**src/btr_pkg.sv**
```systemverilog
// Purpose: shared constants, types and helpers of the burst write target
// Assumes: 64-bit address, 64-bit data path with 32-bit fallback
// Notes: command codes sit here so that every user decodes them alike
`default_nettype none
package btr_pkg;
	localparam logic [3:0] CMD_MEM_WRITE = 4'h7;
	localparam logic [3:0] CMD_MW_BLOCK = 4'hf;
	localparam logic [3:0] CMD_ALIAS_MWB = 4'hb;
	localparam logic [3:0] CMD_SPLIT_COMPL = 4'hc;
	localparam logic [12:0] BC_FULL = 13'h1000;
	localparam logic [11:0] BC_ZERO = 12'h000;
	localparam logic [3:0] BYTES_WIDE = 4'h8;
	localparam logic [3:0] BYTES_NARROW = 4'h4;
	localparam logic [63:0] ADDR_ONE = 64'h0000_0000_0000_0001;

	typedef struct packed {
		logic [63:0] addr;
		logic [63:0] data;
		logic [7:0] be;
		logic split;
		logic wide;
	} btr_word_t;

	typedef enum logic [1:0] {ST_IDLE, ST_ATTR, ST_DATA, ST_TURN} btr_state_t;

	// bytes moved by the phase at this address: up to the bus-width edge, never past the count
	function automatic logic [12:0] btr_phase_bytes(input logic [2:0] a, input logic wide,
			input logic [12:0] rem);
		logic [3:0] avail;
		avail = wide ? (BYTES_WIDE - {1'b0, a}) : (BYTES_NARROW - {2'b00, a[1:0]});
		btr_phase_bytes = ({9'h000, avail} < rem) ? {9'h000, avail} : rem;
	endfunction

	function automatic logic [7:0] btr_lane_mask(input logic [2:0] offs, input logic [12:0] n);
		logic [7:0] m;
		m = 8'h00;
		for (int i = 0; i < 8; i++) begin
			m[i] = (i >= int'(offs)) && (i < int'(offs) + int'(n));
		end
		btr_lane_mask = m;
	endfunction
endpackage
`default_nettype wire

```
**src/btr_target.sv**
```systemverilog
// Purpose: burst write and split completion target feeding a user write stream
// Assumes: bus signals are registered on MCLK, so they need no synchroniser
// Notes: reads are not claimed; the device range is set by two parameters
`timescale 1ns/1ns
`default_nettype none

module btr_target import btr_pkg::*; #(
	parameter logic [63:0] RANGE_BASE = 64'h0000_0000_0000_0000,
	parameter logic [63:0] RANGE_LIMIT = 64'h0000_0000_0000_ffff
) (
	input wire logic MCLK,
	input wire logic RST_N,
	input wire logic FRAME_N,
	input wire logic IRDY_N,
	input wire logic REQ64_N,
	input wire logic [63:0] AD_IN,
	input wire logic [7:0] CBE_IN_N,
	output logic DEVSEL_N,
	output logic TRDY_N,
	output logic STOP_N,
	output logic ACK64_N,
	output logic W_VALID,
	input wire logic W_READY,
	output var btr_word_t W_WORD
);
	btr_state_t state_reg, state_next;
	logic frame_d_reg, frame_d_next;
	logic is_mw_reg, is_mw_next;
	logic is_split_reg, is_split_next;
	logic wide_reg, wide_next;
	logic [63:0] addr_reg, addr_next;
	logic [12:0] rem_reg, rem_next;
	logic devsel_n_reg, devsel_n_next;
	logic trdy_n_reg, trdy_n_next;
	logic stop_n_reg, stop_n_next;
	logic ack64_n_reg, ack64_n_next;
	btr_word_t head_reg, head_next, spare_reg, spare_next;
	logic head_v_reg, head_v_next, spare_v_reg, spare_v_next;

	logic [3:0] cmd;
	logic addr_start, write_cmd, split_cmd, in_range, xfer, push, pop, last;
	logic [12:0] nb, bc_dec, rem_after, pr, pb;
	logic [63:0] addr_after, pa;
	logic [2:0] offs;
	logic [7:0] rmask;
	logic bnd;
	btr_word_t in_word;

	assign cmd = CBE_IN_N[3:0];
	assign addr_start = (state_reg == ST_IDLE) && frame_d_reg && !FRAME_N;
	assign write_cmd = (cmd == CMD_MEM_WRITE) || (cmd == CMD_MW_BLOCK) ||
		(cmd == CMD_ALIAS_MWB);
	assign split_cmd = (cmd == CMD_SPLIT_COMPL);
	assign in_range = (AD_IN >= RANGE_BASE) && (AD_IN <= RANGE_LIMIT);
	assign xfer = (state_reg == ST_DATA) && !trdy_n_reg && !IRDY_N;
	assign push = xfer;
	assign pop = head_v_reg && W_READY;
	assign bc_dec = ({CBE_IN_N[3:0], AD_IN[7:0]} == BC_ZERO) ? BC_FULL :
		{1'b0, CBE_IN_N[3:0], AD_IN[7:0]};

	// lane arithmetic for the phase now offered
	assign nb = btr_phase_bytes(addr_reg[2:0], wide_reg, rem_reg);
	assign offs = wide_reg ? addr_reg[2:0] : {1'b0, addr_reg[1:0]};
	assign rmask = btr_lane_mask(offs, nb);
	assign addr_after = addr_reg + {51'h0, nb};
	assign rem_after = rem_reg - nb;
	// enables change nothing in the count, only which bytes are written
	assign last = (rem_after == 13'h0000) || FRAME_N;

	always_comb begin
		in_word.addr = wide_reg ? {addr_reg[63:3], 3'h0} : {addr_reg[63:2], 2'h0};
		in_word.data = wide_reg ? AD_IN : {32'h0000_0000, AD_IN[31:0]};
		// out-of-range lanes are masked even for Memory Write, so a stray enable is harmless
		in_word.be = is_mw_reg ? (~CBE_IN_N & rmask) : rmask;
		in_word.split = is_split_reg;
		in_word.wide = wide_reg;
	end

	// two-entry buffer; head drives the stream straight from flops
	always_comb begin
		head_next = head_reg;
		spare_next = spare_reg;
		head_v_next = head_v_reg;
		spare_v_next = spare_v_reg;
		if (pop) begin
			if (spare_v_reg) begin
				head_next = spare_reg;
				spare_next = in_word;
				spare_v_next = push;
			end else begin
				head_next = in_word;
				head_v_next = push;
			end
		end else if (push) begin
			if (!head_v_reg) begin
				head_next = in_word;
				head_v_next = 1'b1;
			end else begin
				spare_next = in_word;
				spare_v_next = 1'b1;
			end
		end
	end

	// phase that will be offered next, and whether it must be the last before range end
	always_comb begin
		pa = addr_reg;
		pr = rem_reg;
		if (state_reg == ST_ATTR) begin
			pr = bc_dec;
		end else if (xfer) begin
			pa = addr_after;
			pr = rem_after;
		end
		pb = btr_phase_bytes(pa[2:0], wide_reg, pr);
		bnd = (pr > pb) && ((pa + {51'h0, pb} - ADDR_ONE) >= RANGE_LIMIT);
	end

	always_comb begin
		state_next = state_reg;
		frame_d_next = FRAME_N;
		is_mw_next = is_mw_reg;
		is_split_next = is_split_reg;
		wide_next = wide_reg;
		addr_next = addr_reg;
		rem_next = rem_reg;
		devsel_n_next = 1'b1;
		trdy_n_next = 1'b1;
		ack64_n_next = 1'b1;
		case (state_reg)
			ST_IDLE: begin
				if (addr_start && in_range && (write_cmd || split_cmd)) begin
					addr_next = AD_IN;
					is_mw_next = (cmd == CMD_MEM_WRITE);
					is_split_next = split_cmd;
					wide_next = !REQ64_N;
					state_next = ST_ATTR;
				end
			end
			ST_ATTR: begin
				rem_next = bc_dec;
				devsel_n_next = 1'b0;
				ack64_n_next = !wide_reg;
				trdy_n_next = head_v_next && spare_v_next;
				state_next = ST_DATA;
			end
			ST_DATA: begin
				devsel_n_next = 1'b0;
				ack64_n_next = ack64_n_reg;
				// wait state whenever the buffer cannot take the next word
				trdy_n_next = head_v_next && spare_v_next;
				if (xfer) begin
					addr_next = addr_after;
					rem_next = rem_after;
				end
				if ((xfer && (last || !stop_n_reg)) || (FRAME_N && IRDY_N)) begin
					devsel_n_next = 1'b1;
					trdy_n_next = 1'b1;
					ack64_n_next = 1'b1;
					state_next = ST_TURN;
				end
			end
			ST_TURN: begin
				state_next = ST_IDLE;
			end
			default: begin
				state_next = ST_IDLE;
			end
		endcase
		// stop only ever rides with data: no retry and no split response from this target
		stop_n_next = !(!trdy_n_next && bnd);
	end

	always_ff @(posedge MCLK or negedge RST_N) begin
		if (!RST_N) begin
			state_reg <= ST_IDLE;
			frame_d_reg <= 1'b1;
			is_mw_reg <= 1'b0;
			is_split_reg <= 1'b0;
			wide_reg <= 1'b0;
			addr_reg <= '0;
			rem_reg <= '0;
			devsel_n_reg <= 1'b1;
			trdy_n_reg <= 1'b1;
			stop_n_reg <= 1'b1;
			ack64_n_reg <= 1'b1;
			head_reg <= '0;
			spare_reg <= '0;
			head_v_reg <= 1'b0;
			spare_v_reg <= 1'b0;
		end else begin
			state_reg <= state_next;
			frame_d_reg <= frame_d_next;
			is_mw_reg <= is_mw_next;
			is_split_reg <= is_split_next;
			wide_reg <= wide_next;
			addr_reg <= addr_next;
			rem_reg <= rem_next;
			devsel_n_reg <= devsel_n_next;
			trdy_n_reg <= trdy_n_next;
			stop_n_reg <= stop_n_next;
			ack64_n_reg <= ack64_n_next;
			head_reg <= head_next;
			spare_reg <= spare_next;
			head_v_reg <= head_v_next;
			spare_v_reg <= spare_v_next;
		end
	end

	assign DEVSEL_N = devsel_n_reg;
	assign TRDY_N = trdy_n_reg;
	assign STOP_N = stop_n_reg;
	assign ACK64_N = ack64_n_reg;
	assign W_VALID = head_v_reg;
	assign W_WORD = head_reg;
endmodule

`default_nettype wire

```
**config.mk**
```make
export PLATFORM = sky130hd
export DESIGN_NAME = btr_target
export DESIGN_NICKNAME = d
export VERILOG_FILES = /design/src/btr_pkg.sv /design/src/btr_target.sv
export SDC_FILE = /design/constraint.sdc
export NUM_CORES = 1
export LEC_CHECK = 0
export BUFFER_PORTS_ARGS = -buffer_cell sky130_fd_sc_hd__buf_2
export CAP_MARGIN = 20
export CORE_MARGIN = 2
export CORE_UTILIZATION = 45
export CTS_BUF_LIST = sky130_fd_sc_hd__clkbuf_8 sky130_fd_sc_hd__clkbuf_16
export DETAILED_ROUTE_END_ITERATION = 7
export HOLD_SLACK_MARGIN = 0.05
export SYNTH_ARGS = -nofsm -noshare
export SYNTH_HDL_FRONTEND = slang
export SYNTH_SLANG_ARGS = --single-unit
```
**constraint.sdc**
```tcl
create_clock -name MCLK -period 15 [get_ports MCLK]
set_input_delay 0.75 -clock MCLK [delete_from_list [all_inputs] [get_ports MCLK]]
set_output_delay 0.75 -clock MCLK [all_outputs]
set_load 0.01 [all_outputs]
```
=== Word level (Yosys, flattened, before mapping) ===
Index checks and enable logic that the tools add are counted.

* Bitwise logic cells: 2
* Order comparisons: 21
* Reductions and logical operators: 46
* Eq/ne operators: 11
* Add/subtract/negate cells: 9
* Mux-type cells: 40

{| class="wikitable"
|+ Operators with widths
! kind !! number
|-
| 138-bit two-way mux || 8
|-
| 64-bit two-way mux || 4
|-
| 64-bit by 13-bit adder with 64-bit output || 2
|-
| 64-bit one-hot mux with 2 select lines || 1
|-
| 4-bit by 32-bit < comparator with 1-bit output, first input constant || 3
|-
| 13-bit two-way mux || 5
|-
| 64-bit by 1-bit greater-or-equal comparator with 1-bit output, second input constant || 1
|-
| 64-bit by 16-bit greater-or-equal comparator with 1-bit output, second input constant || 1
|-
| 64-bit by 16-bit less-or-equal comparator with 1-bit output, second input constant || 1
|-
| 3-bit by 32-bit < comparator with 1-bit output, first input constant || 2
|-
| 64-bit by 1-bit subtractor with 64-bit output, second input constant || 1
|-
| 1-bit by 32-bit < comparator with 1-bit output, first input constant || 1
|-
| 2-bit by 32-bit < comparator with 1-bit output, first input constant || 1
|-
| 4-bit by 13-bit < comparator with 1-bit output || 2
|-
| 13-bit one-hot mux with 2 select lines || 1
|-
| 1-bit logical AND || 20
|-
| 3-bit by 13-bit adder with 14-bit output || 1
|-
| 3-bit by 14-bit < comparator with 1-bit output, first input constant || 1
|-
| 13-bit greater-than comparator || 1
|-
| 13-bit logical NOT || 1
|-
| 13-bit subtractor || 1
|-
| 4-bit == test, second input constant || 3
|-
| 12-bit logical NOT || 1
|-
| 1-bit two-way mux || 10
|-
| 24 further kinds || 56
|}

* Word-level logic and storage cells: 152
* Output and inout port bits: 143
* Input bits: 78
* Bits in registers: 365

=== Longest topological paths before layout ===
* Word-level depth: 17
* Gate-level depth with buffers: 39
* Mapped depth without buffers: 39

=== Worst setup path after synthesis ===
No wires, ideal clock.

* Path type: register to register
* Start: register addr_reg[1]
* End: register stop_n_reg, in the netlist STOP_N
* Required time: 14928 ps
* Clock period less this slack: 8138 ps
* Path buffers: 0
* Library setup time: 72 ps
* Arrival time: 8066 ps
* Stages on the path, launching flop included: 37
* Path slack: 6862 ps
* Path through: dfrtp_1 -> inv_1 -> ha_1 -> xnor2_1 -> mux2_2 -> ha_1 -> a21o_1 -> a21oi_1 -> nor2_1 -> mux2_2 -> inv_1 -> ha_1 -> nor2b_1 -> o21a_1 -> o21ai_0 -> nand3_1 -> or3_1 -> xnor2_1 -> nor4_1 -> o22ai_1 -> nor2_1 -> mux2i_1 -> ha_1 -> inv_1 -> ha_1 -> fa_1 -> a211oi_1 -> o21ai_2 -> a22o_1 -> o211ai_1 -> or4b_1 -> a211o_1 -> a21oi_1 -> nor4b_2 -> nand4_1 -> or4_1 -> o21ai_1

* Longest elaborated chain between the ends: 17
* Elaborated cells between the ends (all ways): 31
* Those cells by class: add/sub (8); order compare (4); mux (10); reduce/logical (9)

{| class="wikitable"
|+ Ends and longest elaborated chain
! item !! line !! text
|-
| start, declared || btr_target.sv:31 || <nowiki>logic [63:0] addr_reg, addr_next;</nowiki>
|-
| start signal, assigned || btr_target.sv:197 || <nowiki>addr_reg <= addr_next;</nowiki>
|-
| 4-bit by 3-bit subtractor with 4-bit output / 3-bit by 2-bit subtractor with 4-bit output (equally long branches) || btr_pkg.sv:30 || <nowiki>avail = wide ? (BYTES_WIDE - {1'b0, a}) : (BYTES_NARROW - {2'b00, a[1:0]});</nowiki>
|-
| 4-bit two-way mux || btr_pkg.sv:30 ||
|-
| 4-bit by 13-bit < comparator with 1-bit output || btr_pkg.sv:31 || <nowiki>btr_phase_bytes = ({9'h000, avail} < rem) ? {9'h000, avail} : rem;</nowiki>
|-
| 13-bit two-way mux || btr_pkg.sv:31 ||
|-
| 64-bit by 13-bit adder with 64-bit output || btr_target.sv:65 || <nowiki>assign addr_after = addr_reg + {51'h0, nb};</nowiki>
|-
| 64-bit two-way mux || - ||
|-
| 64-bit two-way mux || btr_target.sv:109 || <nowiki>if (state_reg == ST_ATTR) begin</nowiki>
|-
| 4-bit by 3-bit subtractor with 4-bit output / 3-bit by 2-bit subtractor with 4-bit output (equally long branches) || btr_pkg.sv:30 ||
|-
| [2 not listed] || - ||
|-
| 13-bit two-way mux || btr_pkg.sv:31 ||
|-
| 64-bit by 13-bit adder with 64-bit output || btr_target.sv:116 || <nowiki>bnd = (pr > pb) && ((pa + {51'h0, pb} - ADDR_ONE) >= RANGE_LIMIT);</nowiki>
|-
| 64-bit by 1-bit subtractor with 64-bit output || btr_target.sv:116 ||
|-
| 64-bit by 16-bit greater-or-equal comparator with 1-bit output || btr_target.sv:116 ||
|-
| 1-bit logical AND || btr_target.sv:116 ||
|-
| 1-bit logical AND (*) || btr_target.sv:171 || <nowiki>stop_n_next = !(!trdy_n_next && bnd);</nowiki>
|-
| 1-bit logical NOT (*) || btr_target.sv:171 ||
|-
| net stop_n_next || btr_target.sv:35 || <nowiki>logic stop_n_reg, stop_n_next;</nowiki>
|-
| end signal, assigned || btr_target.sv:201 || <nowiki>stop_n_reg <= stop_n_next;</nowiki>
|-
| end, declared || btr_target.sv:35 ||
|}

The timed path passes the listed nets; every way through them passes the cells marked *.
A chain may end at the register's enable or synchronous reset.

=== Final worst setup path ===
* Start: register addr_reg[0]
* End: register stop_n_reg, in the netlist STOP_N

The elaborated chain is that of the path after synthesis.

==> flow_summary.ini <==
[clock_network]
cts_resized = 0
cts_buffers = 40
htreeDepth = 2
cts-root-buf = clkbuf_16
clk_latency_ps = 570
cts.path.max_buffers = 3
post-cts-setup-buffer-count = 0
cts.sinks = 361
clk_pin_slew_ps = 60
cts_tree = yes
holdBufCountCts = 0

[synth]
syn_area_um2 = 23800
synth_top_area_share_pct = 37.44
ys.flop_type = dfrtp_1
syn_inst = 2991
ys_types = 92
synth_edf_count = 0
syn_avg_cell_area_um2 = 7.956
synth_area_leaders = dfrtp_1, nand2_1, o21ai_0
yosysWarnings = 0
synthTopCellsByCount = nand2_1, dfrtp_1, o21ai_0
async_flop_share_pct = 100.0
ys_ff_latch = 361
synth.most_common_cell = nand2_1
synth_seq_area_share_pct = 37.99
synth_area_leader_cell = dfrtp_1

[run]
max-cap-violations = 0

[critical_path]
critPathKind = flip-flop to flip-flop
crit_fanout = 8
critPathLaunchType = flip-flop
slowest_delay_ps = 660
cp.arrival_ps = 10040
end_kind = flip-flop
worstPathRequired_ps = 15490
crit_top_cell = ha_1
cp_slowest_cell = a2111oi_0
rrSetupSlack_ps = 5460

[timing]
fin_tns_setup_ps = 0
min_period_over_period_pct = 63.62
fin_crit_ps = 9543
setup_viol = 0
finClkSkew_ps = 22.08
hold_viol = 0
rsz0062_at_grt = no
drv_slew = 0
worst_pin_slew_ps = 1104
relSlewSlack_pct = 26.41
finalWorstSetupSlack_ps = 5457
fmax_mhz = 104.8

[routing]
vias_per_cell = 5.718
drt_iter0_drc = 1928
num_vias = 21820
dr.pass1.iters = 5
drt-total-wl_mm = 74.57
wl_per_cell_um = 19.54
drc = 0
ant_nets = 0

[placement]
gp_congestion = 0.9533
post-place-ws_ps = 5536
placed_cell_area_um2 = 25250
port_buffers = 218
hpwl_mm = 55.70

[final_layout]
area_delta_synth_final_pct = 11.57
nets = 3288
design_area_um2 = 26550
layout-drive-gt1-share_pct = 11.26

[pwr]
power_density_nw_per_um2 = 86.04
ir_drop_v = 0.00006532
power.leakage_nw = 12.51

[grt]
grt_pass1_wl_mm = 117.5
overflow = 0
grt_usage_pct = 27.06
grt_max_degree = 115
antenna_found_initial = 2
grt_pass1_vias = 20570

[floorplanning]
die-area_um2 = 54740
die_h_um = 234.0
core_um2 = 52450
ios = 221
die_x_um = 234.0
initial_utilization_pct = 45.37
rows = 84

[worst_hold_path]
min_path_type = primary input to asynchronous set/reset pin

[run_status]
status = completed
per-stage QoR:
stage / cells / power, mW / hold WS [ps] / utilization (%)
after floorplan: 3009 / 1.221 / 438.0 / -
after global placement: 3742 / 1.339 / 448.0 / 48.15
after detailed placement: 3742 / 1.342 / 455.0 / 48.15
after CTS: 3812 / 2.300 / 250.7 / 50.56
after global routing: 3815 / 2.380 / 273.7 / 50.62
final: 3816 / 2.284 / 212.8 / 50.62
cell usage in the layout, fill, tap and decap left out, drive strengths merged, types with 13 or more instances in the layout:
cell | Yosys | routed
a31oi | 20 | 20
o211ai | 23 | 23
nor3 | 46 | 46
xor2 | 56 | 56
inv | 125 | 141
o31ai | 28 | 28
mux2i | 120 | 120
buf | 31 | 239
nand2 | 709 | 709
nand4 | 51 | 51
and2 | 13 | 13
o21ai | 295 | 295
nor4 | 25 | 25
clkbuf | 162 | 45
ha | 110 | 110
a21oi | 197 | 197
a21o | 37 | 37
nor2 | 202 | 202
nand3 | 53 | 53
conb | 2 | 20
xnor2 | 44 | 44
nand2b | 15 | 15
o21a | 33 | 33
dfrtp | 356 | 356
o22ai | 23 | 23
or3 | 20 | 20
final timing paths:
kind,from,to,cells past startpoint
setup / recovery,addr_reg[0],STOP_N,36
hold / removal,RST_N,W_WORD[39],1
setup reg to reg,addr_reg[0],STOP_N,36
hold reg to reg,spare_reg[99],spare_reg[99],2
max in group asynchronous,RST_N,spare_reg[121],3
min in group MCLK,FRAME_N,frame_d_reg,1
layer usage:
layer / vias to the layer above / wire [um] / GRT usage [%]
met3: 98 / 4407 / 3.040
met2: 704 / 31830 / 40.33
met4: 0 / 1732 / 7.180
met5: - / 0 / 0
met1: 10450 / 36600 / 41.37
li1: 10570 / - / -
logic make-up (layout without fill, tap and decap cells):
| family | after synthesis | count (layout) | share of synthesized area, % |
|---|---|---|---|
| other cells | 2 | 23 | 0.03156 |
| simple gates | 1204 | 1204 | 22.07 |
| flops | 361 | 361 | 37.99 |
| mux | 126 | 126 | 5.331 |
| fa+ha+maj | 113 | 113 | 6.036 |
| compound gates | 767 | 767 | 19.60 |
| buf+inv | 318 | 434 | 5.263 |
| xor+xnor | 100 | 100 | 3.681 |
layout make-up:
type / instances / area (um^2)
Clock buffer: 45 / 1070
Inverter: 125 / 469.2
Clock inverter: 25 / 190.2
Fill cell: 5115 / 25900
Timing Repair Buffer: 239 / 1279
Sequential cell: 361 / 9040
Multi-Input combinational cell: 2330 / 13630
Antenna cell: 3 / 7.507
Tap cell: 688 / 860.8
critical path: cells and delay by family, from the launching register on:
kind / cells / cell delay [ps]
mux: 3 / 870
compound gates: 11 / 2840
flops: 1 / 460
simple gates: 10 / 2730
xor+xnor: 3 / 450
fa+ha+maj: 6 / 1740
buf+inv: 3 / 350
power by group:
part           internal [mW]  switching [mW]
sequential             0.997          0.0217
combinational          0.113           0.197
clock                  0.546           0.408
total                   1.66           0.628
No activity file was read; power rests on OpenSTA's default activity.
